### config.mk
export PLATFORM = sky130hd
export DESIGN_NAME = aerms_top
export DESIGN_NICKNAME = d
export VERILOG_FILES = /design/src/aerms_pkg.sv /design/src/aerms_evt_if.sv /design/src/aerms_reporter.sv /design/src/aerms_sticky_bank.sv /design/src/aerms_top.sv
export SDC_FILE = /design/constraint.sdc
export NUM_CORES = 1
export LEC_CHECK = 0
export CAP_MARGIN = 20
export CORE_MARGIN = 1
export CORE_UTILIZATION = 50
export CTS_BUF_LIST = sky130_fd_sc_hd__clkbuf_8
export CTS_CLUSTER_DIAMETER = 50
export CTS_CLUSTER_SIZE = 28
export DETAILED_ROUTE_END_ITERATION = 12
export DONT_BUFFER_PORTS = 1
export REMOVE_ABC_BUFFERS = 1
export SLEW_MARGIN = 5
export SYNTH_ARGS = -nofsm -noshare
export SYNTH_HDL_FRONTEND = slang
export SYNTH_SLANG_ARGS = --single-unit
### constraint.sdc
create_clock -name sys_clk -period 4.5 [get_ports sys_clk]
set_clock_uncertainty 0.05 [all_clocks]
set_input_delay 0 -clock sys_clk [delete_from_list [all_inputs] [get_ports sys_clk]]
set_output_delay 0 -clock sys_clk [all_outputs]
set_load 0.1 [all_outputs]
### src/aerms_pkg.sv
package aerms_pkg;

    localparam int ADDR_W = 12;
    localparam int DATA_W = 32;
    localparam int UNC_W = 22;
    localparam int COR_W = 14;
    localparam int FEP_W = 5;
    localparam int BE_W = 4;

    ////////////////////////////////////////////////////////////////////////////////
    // configuration space byte offsets
    localparam logic [ADDR_W-1:0] OFF_UNC_STATUS = 12'h104;
    localparam logic [ADDR_W-1:0] OFF_UNC_MASK = 12'h108;
    localparam logic [ADDR_W-1:0] OFF_UNC_SEV = 12'h10c;
    localparam logic [ADDR_W-1:0] OFF_COR_STATUS = 12'h110;
    localparam logic [ADDR_W-1:0] OFF_COR_MASK = 12'h114;
    localparam logic [ADDR_W-1:0] OFF_CAP_CTRL = 12'h118;

    ////////////////////////////////////////////////////////////////////////////////
    // uncorrectable bit positions, shared by status, mask and severity
    localparam int UNC_TRAINING = 0;
    localparam int UNC_DL_PROTOCOL = 4;
    localparam int UNC_POISONED = 12;
    localparam int UNC_FC_PROTOCOL = 13;
    localparam int UNC_CPL_TIMEOUT = 14;
    localparam int UNC_CPL_ABORT = 15;
    localparam int UNC_UNEXP_CPL = 16;
    localparam int UNC_RX_OVERFLOW = 17;
    localparam int UNC_MALFORMED = 18;
    localparam int UNC_ECRC = 19;
    localparam int UNC_UNSUP_REQ = 20;
    localparam int UNC_ACS_VIOL = 21;

    // correctable bit positions, shared by status and mask
    localparam int COR_RX_ERR = 0;
    localparam int COR_BAD_TLP = 6;
    localparam int COR_BAD_DLLP = 7;
    localparam int COR_REPLAY_ROLL = 8;
    localparam int COR_REPLAY_TMO = 12;
    localparam int COR_ADVISORY = 13;

    // first error pointer field position in the capabilities and control word
    localparam int FEP_POS = 0;

    ////////////////////////////////////////////////////////////////////////////////
    // implemented bits; everything else is reserved and reads zero
    localparam logic [DATA_W-1:0] UNC_IMPL = (32'h1 << UNC_TRAINING)
        | (32'h1 << UNC_DL_PROTOCOL) | (32'h1 << UNC_POISONED) | (32'h1 << UNC_FC_PROTOCOL)
        | (32'h1 << UNC_CPL_TIMEOUT) | (32'h1 << UNC_CPL_ABORT) | (32'h1 << UNC_UNEXP_CPL)
        | (32'h1 << UNC_RX_OVERFLOW) | (32'h1 << UNC_MALFORMED) | (32'h1 << UNC_ECRC)
        | (32'h1 << UNC_UNSUP_REQ) | (32'h1 << UNC_ACS_VIOL);
    localparam logic [DATA_W-1:0] COR_IMPL = (32'h1 << COR_RX_ERR)
        | (32'h1 << COR_BAD_TLP) | (32'h1 << COR_BAD_DLLP) | (32'h1 << COR_REPLAY_ROLL)
        | (32'h1 << COR_REPLAY_TMO) | (32'h1 << COR_ADVISORY);

    // reset values
    localparam logic [DATA_W-1:0] UNC_STATUS_RST = 32'h00000000;
    localparam logic [DATA_W-1:0] UNC_MASK_RST = 32'h00000000;
    localparam logic [DATA_W-1:0] UNC_SEV_RST = (32'h1 << UNC_TRAINING)
        | (32'h1 << UNC_DL_PROTOCOL) | (32'h1 << UNC_FC_PROTOCOL)
        | (32'h1 << UNC_RX_OVERFLOW) | (32'h1 << UNC_MALFORMED);
    localparam logic [DATA_W-1:0] COR_STATUS_RST = 32'h00000000;
    localparam logic [DATA_W-1:0] COR_MASK_RST = (32'h1 << COR_ADVISORY);
    localparam logic [FEP_W-1:0] FEP_RST = 5'h00;

endpackage

### src/aerms_evt_if.sv
`timescale 1ns/100ps
interface aerms_evt_if;
    import aerms_pkg::*;

    logic [DATA_W-1:0] uncHit;
    logic [DATA_W-1:0] uncSev;
    logic [DATA_W-1:0] corHit;
    logic msgFatal;
    logic msgNonFatal;
    logic msgCor;

    modport core (
        output uncHit,
        output uncSev,
        output corHit,
        input msgFatal,
        input msgNonFatal,
        input msgCor
    );

    modport report (
        input uncHit,
        input uncSev,
        input corHit,
        output msgFatal,
        output msgNonFatal,
        output msgCor
    );
endinterface

### src/aerms_reporter.sv
`timescale 1ns/100ps
module aerms_reporter (
    input wire logic sys_clk,
    input wire logic rst_n,
    input wire logic hotLinkReset_n,
    aerms_evt_if.report evt
);
    import aerms_pkg::*;

    logic fatal_reg;
    logic fatal_next;
    logic nonFatal_reg;
    logic nonFatal_next;
    logic cor_reg;
    logic cor_next;

    // one message class per severity; both may fire in the same cycle
    always_comb begin
        fatal_next = |(evt.uncHit & evt.uncSev); // see RL9
        nonFatal_next = |(evt.uncHit & ~evt.uncSev); // see RL9
        cor_next = |evt.corHit;
    end

    // messages are not sticky, so a link reset drops a pending one
    always_ff @(posedge sys_clk) begin
        if (!rst_n || !hotLinkReset_n) begin
            fatal_reg <= 1'b0;
            nonFatal_reg <= 1'b0;
            cor_reg <= 1'b0;
        end else begin
            fatal_reg <= fatal_next;
            nonFatal_reg <= nonFatal_next;
            cor_reg <= cor_next;
        end
    end

    assign evt.msgFatal = fatal_reg;
    assign evt.msgNonFatal = nonFatal_reg;
    assign evt.msgCor = cor_reg;
endmodule

### src/aerms_sticky_bank.sv
`timescale 1ns/100ps
module aerms_sticky_bank
    import aerms_pkg::*;
#(
    parameter logic [aerms_pkg::DATA_W-1:0] IMPL = '0,
    parameter logic [aerms_pkg::DATA_W-1:0] RST = '0
) (
    input wire logic sys_clk,
    input wire logic rst_n,
    input wire logic [aerms_pkg::DATA_W-1:0] setVec,
    input wire logic [aerms_pkg::DATA_W-1:0] clrVec,
    output logic [aerms_pkg::DATA_W-1:0] flags
);
    import aerms_pkg::*;

    logic [DATA_W-1:0] flags_reg;
    logic [DATA_W-1:0] flags_next;

    // set is or-ed after the clear so an event in the clearing cycle survives
    always_comb begin
        flags_next = ((flags_reg & ~clrVec) | setVec) & IMPL;
    end

    // only the power-on reset reaches these flops; link resets do not
    always_ff @(posedge sys_clk) begin
        if (!rst_n) begin
            flags_reg <= RST;
        end else begin
            flags_reg <= flags_next;
        end
    end

    assign flags = flags_reg;
endmodule

### src/aerms_top.sv
// Operation
// RL1: mask bit 0 set stops logging and reporting of training errors; resets zero.
// RL2: mask bit 4 set stops logging and reporting of data link protocol errors.
// RL3: mask bit 12 set stops logging and reporting of poisoned packets.
// RL4: mask bit 13 set stops logging and reporting of flow control protocol errors.
// RL5: mask bits 14 and 15 gate completion timeout and completer abort.
// RL6: mask bits 16 and 17 gate unexpected completion and receiver overflow.
// RL7: mask bits 18 and 19 gate malformed packet and end-to-end CRC errors.
// RL8: mask bit 20 gates unsupported request; bit 21 sticky access violation mask.
// RL9: severity bit zero means non-fatal message, one means fatal message.
// RL10: severity resets fatal for bits 0, 4, 13, 17, 18; others non-fatal.
// RL11: correctable status bit 0 flags receiver error, sticky, write one clears.
// RL12: correctable bits 6 and 7 flag bad packet and bad link packet.
// RL13: correctable bits 8 and 12 flag replay rollover and replay timeout.
// RL14: correctable bit 13 flags advisory non-fatal error, write one clears.
// RL15: uncorrectable status shares bit positions, set by events, write one clears.
// RL16: correctable advisory mask bit 13 resets to one.
// RL17: sticky five-bit pointer holds position of first reported uncorrectable error.
// RL18: writing zero leaves status unchanged; reserved bits read zero, ignore writes.
// RL19: sticky bits survive hot and link resets; only power-on reset initialises.
`timescale 1ns/100ps
module aerms_top (
    input wire logic sys_clk,
    input wire logic rst_n,
    input wire logic hotLinkReset_n,
    input wire logic [aerms_pkg::ADDR_W-1:0] cfgAddr,
    input wire logic cfgWrEn,
    input wire logic cfgRdEn,
    input wire logic [aerms_pkg::BE_W-1:0] cfgByteEn,
    input wire logic [aerms_pkg::DATA_W-1:0] cfgWrData,
    output logic [aerms_pkg::DATA_W-1:0] cfgRdData,
    output logic cfgRdValid,
    input wire logic [aerms_pkg::UNC_W-1:0] uncEvent,
    input wire logic [aerms_pkg::COR_W-1:0] corEvent,
    output logic msgFatal,
    output logic msgNonFatal,
    output logic msgCor,
    output logic hdrLogStrobe,
    output logic [aerms_pkg::FEP_W-1:0] firstErrPtr
);
    import aerms_pkg::*;

    aerms_evt_if evt ();

    logic [DATA_W-1:0] byteMask;
    logic [DATA_W-1:0] uncEvtWide;
    logic [DATA_W-1:0] corEvtWide;
    logic [DATA_W-1:0] uncStatus;
    logic [DATA_W-1:0] corStatus;
    logic [DATA_W-1:0] uncClr;
    logic [DATA_W-1:0] corClr;
    logic [DATA_W-1:0] uncMask_reg;
    logic [DATA_W-1:0] uncMask_next;
    logic [DATA_W-1:0] uncSev_reg;
    logic [DATA_W-1:0] uncSev_next;
    logic [DATA_W-1:0] corMask_reg;
    logic [DATA_W-1:0] corMask_next;
    logic [FEP_W-1:0] fep_reg;
    logic [FEP_W-1:0] fep_next;
    logic hdrLog_reg;
    logic hdrLog_next;
    logic [DATA_W-1:0] rdData_reg;
    logic [DATA_W-1:0] rdData_next;
    logic rdValid_reg;
    logic rdValid_next;

    ////////////////////////////////////////////////////////////////////////////////
    // write decode helpers

    genvar gb;
    generate
        for (gb = 0; gb < BE_W; gb++) begin : gByte
            assign byteMask[gb*8 +: 8] = {8{cfgByteEn[gb]}};
        end
    endgenerate

    assign uncEvtWide = {{(DATA_W-UNC_W){1'b0}}, uncEvent};
    assign corEvtWide = {{(DATA_W-COR_W){1'b0}}, corEvent};

    // writing zero clears nothing: only ones in enabled lanes reach the clear
    always_comb begin
        uncClr = '0;
        corClr = '0;
        if (cfgWrEn && cfgAddr == OFF_UNC_STATUS) begin
            uncClr = cfgWrData & byteMask; // see RL15 RL18
        end else if (cfgWrEn && cfgAddr == OFF_COR_STATUS) begin
            corClr = cfgWrData & byteMask; // see RL11 RL12 RL13 RL14 RL18
        end
    end

    ////////////////////////////////////////////////////////////////////////////////
    // sticky status banks; raw events set status even when masked

    aerms_sticky_bank #(
        .IMPL(UNC_IMPL),
        .RST(UNC_STATUS_RST)
    ) uUncStatus (
        .sys_clk(sys_clk),
        .rst_n(rst_n),
        .setVec(uncEvtWide), // see RL15
        .clrVec(uncClr),
        .flags(uncStatus)
    );

    aerms_sticky_bank #(
        .IMPL(COR_IMPL),
        .RST(COR_STATUS_RST)
    ) uCorStatus (
        .sys_clk(sys_clk),
        .rst_n(rst_n),
        .setVec(corEvtWide), // see RL11 RL12 RL13 RL14
        .clrVec(corClr),
        .flags(corStatus)
    );

    ////////////////////////////////////////////////////////////////////////////////
    // sticky mask and severity registers

    always_comb begin
        uncMask_next = uncMask_reg;
        uncSev_next = uncSev_reg;
        corMask_next = corMask_reg;
        if (cfgWrEn && cfgAddr == OFF_UNC_MASK) begin
            uncMask_next = ((uncMask_reg & ~byteMask) | (cfgWrData & byteMask)) & UNC_IMPL; // see RL8
        end else if (cfgWrEn && cfgAddr == OFF_UNC_SEV) begin
            uncSev_next = ((uncSev_reg & ~byteMask) | (cfgWrData & byteMask)) & UNC_IMPL; // see RL9
        end else if (cfgWrEn && cfgAddr == OFF_COR_MASK) begin
            corMask_next = ((corMask_reg & ~byteMask) | (cfgWrData & byteMask)) & COR_IMPL;
        end
    end

    // hot and link resets deliberately do not reach these flops
    always_ff @(posedge sys_clk) begin
        if (!rst_n) begin // see RL19
            uncMask_reg <= UNC_MASK_RST; // see RL1 RL8
            uncSev_reg <= UNC_SEV_RST; // see RL10
            corMask_reg <= COR_MASK_RST; // see RL16
        end else begin
            uncMask_reg <= uncMask_next;
            uncSev_reg <= uncSev_next;
            corMask_reg <= corMask_next;
        end
    end

    ////////////////////////////////////////////////////////////////////////////////
    // masking toward header log and messages

    assign evt.uncHit = uncEvtWide & ~uncMask_reg & UNC_IMPL; // see RL1 RL2 RL3 RL4 RL5 RL6 RL7 RL8
    assign evt.uncSev = uncSev_reg;
    assign evt.corHit = corEvtWide & ~corMask_reg & COR_IMPL; // see RL16

    aerms_reporter uReport (
        .sys_clk(sys_clk),
        .rst_n(rst_n),
        .hotLinkReset_n(hotLinkReset_n),
        .evt(evt.report)
    );

    ////////////////////////////////////////////////////////////////////////////////
    // first error pointer and header log capture

    // a new pointer is taken only once the bit it names has been cleared
    always_comb begin
        fep_next = fep_reg;
        hdrLog_next = 1'b0;
        // a link reset holds back both capture and pointer, so they stay in step
        if (hotLinkReset_n && !uncStatus[fep_reg] && |evt.uncHit) begin
            hdrLog_next = 1'b1; // see RL1 RL2 RL3 RL4 RL5 RL6 RL7 RL8
            for (int i = DATA_W - 1; i >= 0; i--) begin
                if (evt.uncHit[i]) begin
                    fep_next = FEP_W'(i); // see RL17
                end
            end
        end
    end

    always_ff @(posedge sys_clk) begin
        if (!rst_n) begin
            fep_reg <= FEP_RST; // see RL19
            hdrLog_reg <= 1'b0;
        end else begin
            fep_reg <= fep_next;
            hdrLog_reg <= hdrLog_next;
        end
    end

    ////////////////////////////////////////////////////////////////////////////////
    // read path; unmapped offsets return zero

    always_comb begin
        rdData_next = rdData_reg;
        rdValid_next = cfgRdEn;
        if (cfgRdEn) begin
            if (cfgAddr == OFF_UNC_STATUS) begin
                rdData_next = uncStatus;
            end else if (cfgAddr == OFF_UNC_MASK) begin
                rdData_next = uncMask_reg;
            end else if (cfgAddr == OFF_UNC_SEV) begin
                rdData_next = uncSev_reg;
            end else if (cfgAddr == OFF_COR_STATUS) begin
                rdData_next = corStatus;
            end else if (cfgAddr == OFF_COR_MASK) begin
                rdData_next = corMask_reg;
            end else if (cfgAddr == OFF_CAP_CTRL) begin
                rdData_next = DATA_W'(fep_reg) << FEP_POS; // see RL17
            end else begin
                rdData_next = '0; // see RL18
            end
        end
    end

    always_ff @(posedge sys_clk) begin
        if (!rst_n) begin
            rdData_reg <= '0;
            rdValid_reg <= 1'b0;
        end else begin
            rdData_reg <= rdData_next;
            rdValid_reg <= rdValid_next;
        end
    end

    assign cfgRdData = rdData_reg;
    assign cfgRdValid = rdValid_reg;
    assign msgFatal = evt.msgFatal;
    assign msgNonFatal = evt.msgNonFatal;
    assign msgCor = evt.msgCor;
    assign hdrLogStrobe = hdrLog_reg;
    assign firstErrPtr = fep_reg;
endmodule

==> results.ini <==
[clock_network]
clkSinkCount = 76
path_clk_slew_ns = 0.09
cts_buffers = 9
cts_buffer_depth = 2
post-cts-setup-buffers = 0
post_cts_resized = 0
cts_root_buffer = clkbuf_8
htreeDepth = 3
clk_latency_ns = 0.35
cts_tree = built

[worst_setup_path]
critPathTopFamily = simple AND/OR/NAND/NOR gates
cpPeakStageDelay_ns = 0.59
crit_type = input pin to flop
r2r-start = firstErrPtr[0]$_SDFFE_PN0P_
crit_required_ns = 4.68
crit_fanout = 7
crit_chain = or4_4 -> nor4_4 -> nand4_2 -> mux2i_1 -> dlygate4sd3_1 -> nand2_1 -> dlygate4sd3_1
reg2regPathDepth = 6
r2r_slack_ns = 2.26
path_common_cell = dlygate4sd3_1
end_kind = flop
arrival_ns = 2.81
worstReg2RegEnd = firstErrPtr[0]$_SDFFE_PN0P_
crit_slowest_cell = or4_4
critPathBufInv = 2
start_kind = input pin

[grt]
overflow = 0
grt_pass1_vias = 3358
antenna_found_initial = 0
grt_pass1_wl_um = 17000
track_usage = 0.286
grt_max_degree = 84

[min_path]
min_path_type = input pin to flop
min_from = cfgAddr[7]
holdPathStages = 3
whs_endpoint = cfgRdData[13]$_SDFFE_PN0P_

[floorplan]
dieWidth_um = 89.7
chipHeight_um = 89.7
ioPinCount = 131
initial_core_util = 0.524
dieArea_mm2 = 0.00804
fp.coreArea_mm2 = 0.00733
rows = 31

[sta]
grt_setup_unrepaired = false
hold_slack_ns = 0.0314
fin_crit_ns = 2.63
finalCritPeriodShare = 0.583
max_freq_ghz = 0.381
hold_violations = 0
tightest_slew_ns = 1.16
slew_viol_final = 0
fin_ws_ns = 1.87
setup_violations = 0
tns_ns = 0
relSlewSlack = 0.226

[logic_synthesis]
synth-edff-count = 0
synthArstFlopShare = 0
syn_avg_cell_area_um2 = 8.48
synth_area_leaders = dfxtp_1 (40%), mux2i_1 (6.5%), a21oi_1 (3.9%)
synth_area_mm2 = 0.00384
syn_inst = 453
yosysSeqAreaShare = 0.396
synthFlopType = dfxtp_1
yosys.area.top_type = dfxtp_1
yosysUniqueCellTypes = 56
ys_ff_latch = 76
yosys-top-cells-count = dfxtp_1 (76), nand2_1 (38), a21oi_1 (30)
ys_warn_count = 0
synth_top_area_frac = 0.396
synth_most_common_cell = dfxtp_1

[routing]
via_count = 3635
wl_per_cell_um = 18.2
routed_wl_um = 11200
drc = 0
first_pass_iters = 5
drtIter0Drc = 231
postRouteAntennaNets = 0
avgViaCountPerCell = 5.89

[power_and_ir_drop]
finalPower_mw = 1.61
pwr_density_cell_mw_per_mm2 = 335
leakage_nw = 1.86
ir_worst_vdd_mv = 0.187

[placement]
dp_cells = 534
io_buffers = 0
placed_cell_area_mm2 = 0.00386
post-place-ws_ns = 2.25
dp_hpwl_um = 7050
gp_congestion = 0.851

[finish]
area_growth_pct = 25.0
utilization = 0.655
final_nets = 602
layoutNonFillerInstCount = 617
drive_gt1_frac = 0.102
insertedDiodeCount = 0
fin_area_mm2 = 0.00480

[run_status]
status = finished, final reports clean

[flow_run]
drv_cap = 0

==> layout make-up <==
cell class	count	area [um^2]
Clock buffer	11	151
Fill cell	633	2530
Inverter	21	78.8
Timing Repair Buffer	71	739
Multi-Input combinational cell	334	2100
Clock inverter	5	82.6
Sequential cell	76	1520
Tap cell	99	124
==> cells by family after synthesis <==
group,count (synthesis),share of synthesized area
other cells,1,0.000976
flops,76,0.396
buf+inv,56,0.0691
compound gates,132,0.206
mux,31,0.0857
simple gates,157,0.243
==> per-layer routing <==
layer	GRT usage	part of all wire	routed length [um]	vias to the layer above
li1	-	-	-	1751
met4	0.117	0.023	263	0
met3	0.0658	0.090	1010	27
met5	0	0	0	-
met1	0.388	0.45	5060	1689
met2	0.440	0.44	4900	168
==> worst register-to-register path: stages (launching register included) <==
cell     delay, ns
dfxtp_1       0.50
buf_4         0.40
mux2i_1       0.33
nor4_1        0.09
nor3_2        0.36
nand3_2       0.22
mux2i_1       0.16
==> cell usage in the layout, fill, tap and decap left out, types with 7 or more instances in the layout <==
cell,n
a21oi_1,30
a31oi_1,14
clkbuf_8,11
conb_1,14
dfxtp_1,76
dlygate4sd3_1,63
inv_1,21
mux2i_1,25
nand2_1,38
nand2b_1,9
nand3_1,29
nand4_1,10
nor2_1,21
nor2b_1,7
nor3_1,7
o21ai_0,25
o21ai_1,24
o22ai_1,11
==> how the worst max path moves through the flow <==
stage,startpoint,to,slack (ns),depth (start not counted)
after floorplan,firstErrPtr[0]$_SDFFE_PN0P_,firstErrPtr[0]$_SDFFE_PN0P_,2.04,5
after global placement,firstErrPtr[1]$_SDFFE_PN0P_,firstErrPtr[0]$_SDFFE_PN0P_,2.32,5
after detailed placement,firstErrPtr[1]$_SDFFE_PN0P_,firstErrPtr[1]$_SDFFE_PN0P_,2.25,5
after CTS,cfgAddr[10],flop,1.94,6
after global routing,cfgAddr[10],flop,1.77,7
final,cfgAddr[10],flop,1.87,7
==> report_power, final <==
part	switching (mW)	internal, mW
clock network	0.267	0.345
logic	0.147	0.0824
registers	0.0750	0.693
==> repair_timing <==
| item | CTS | global route |
|---|---|---|
| hold buffers | 65 | 0 |
| endpoints found under the setup margin | 0 | 0 |
| hold endpoints to repair | 76 | 0 |
No activity file was read; power rests on OpenSTA's default activity.
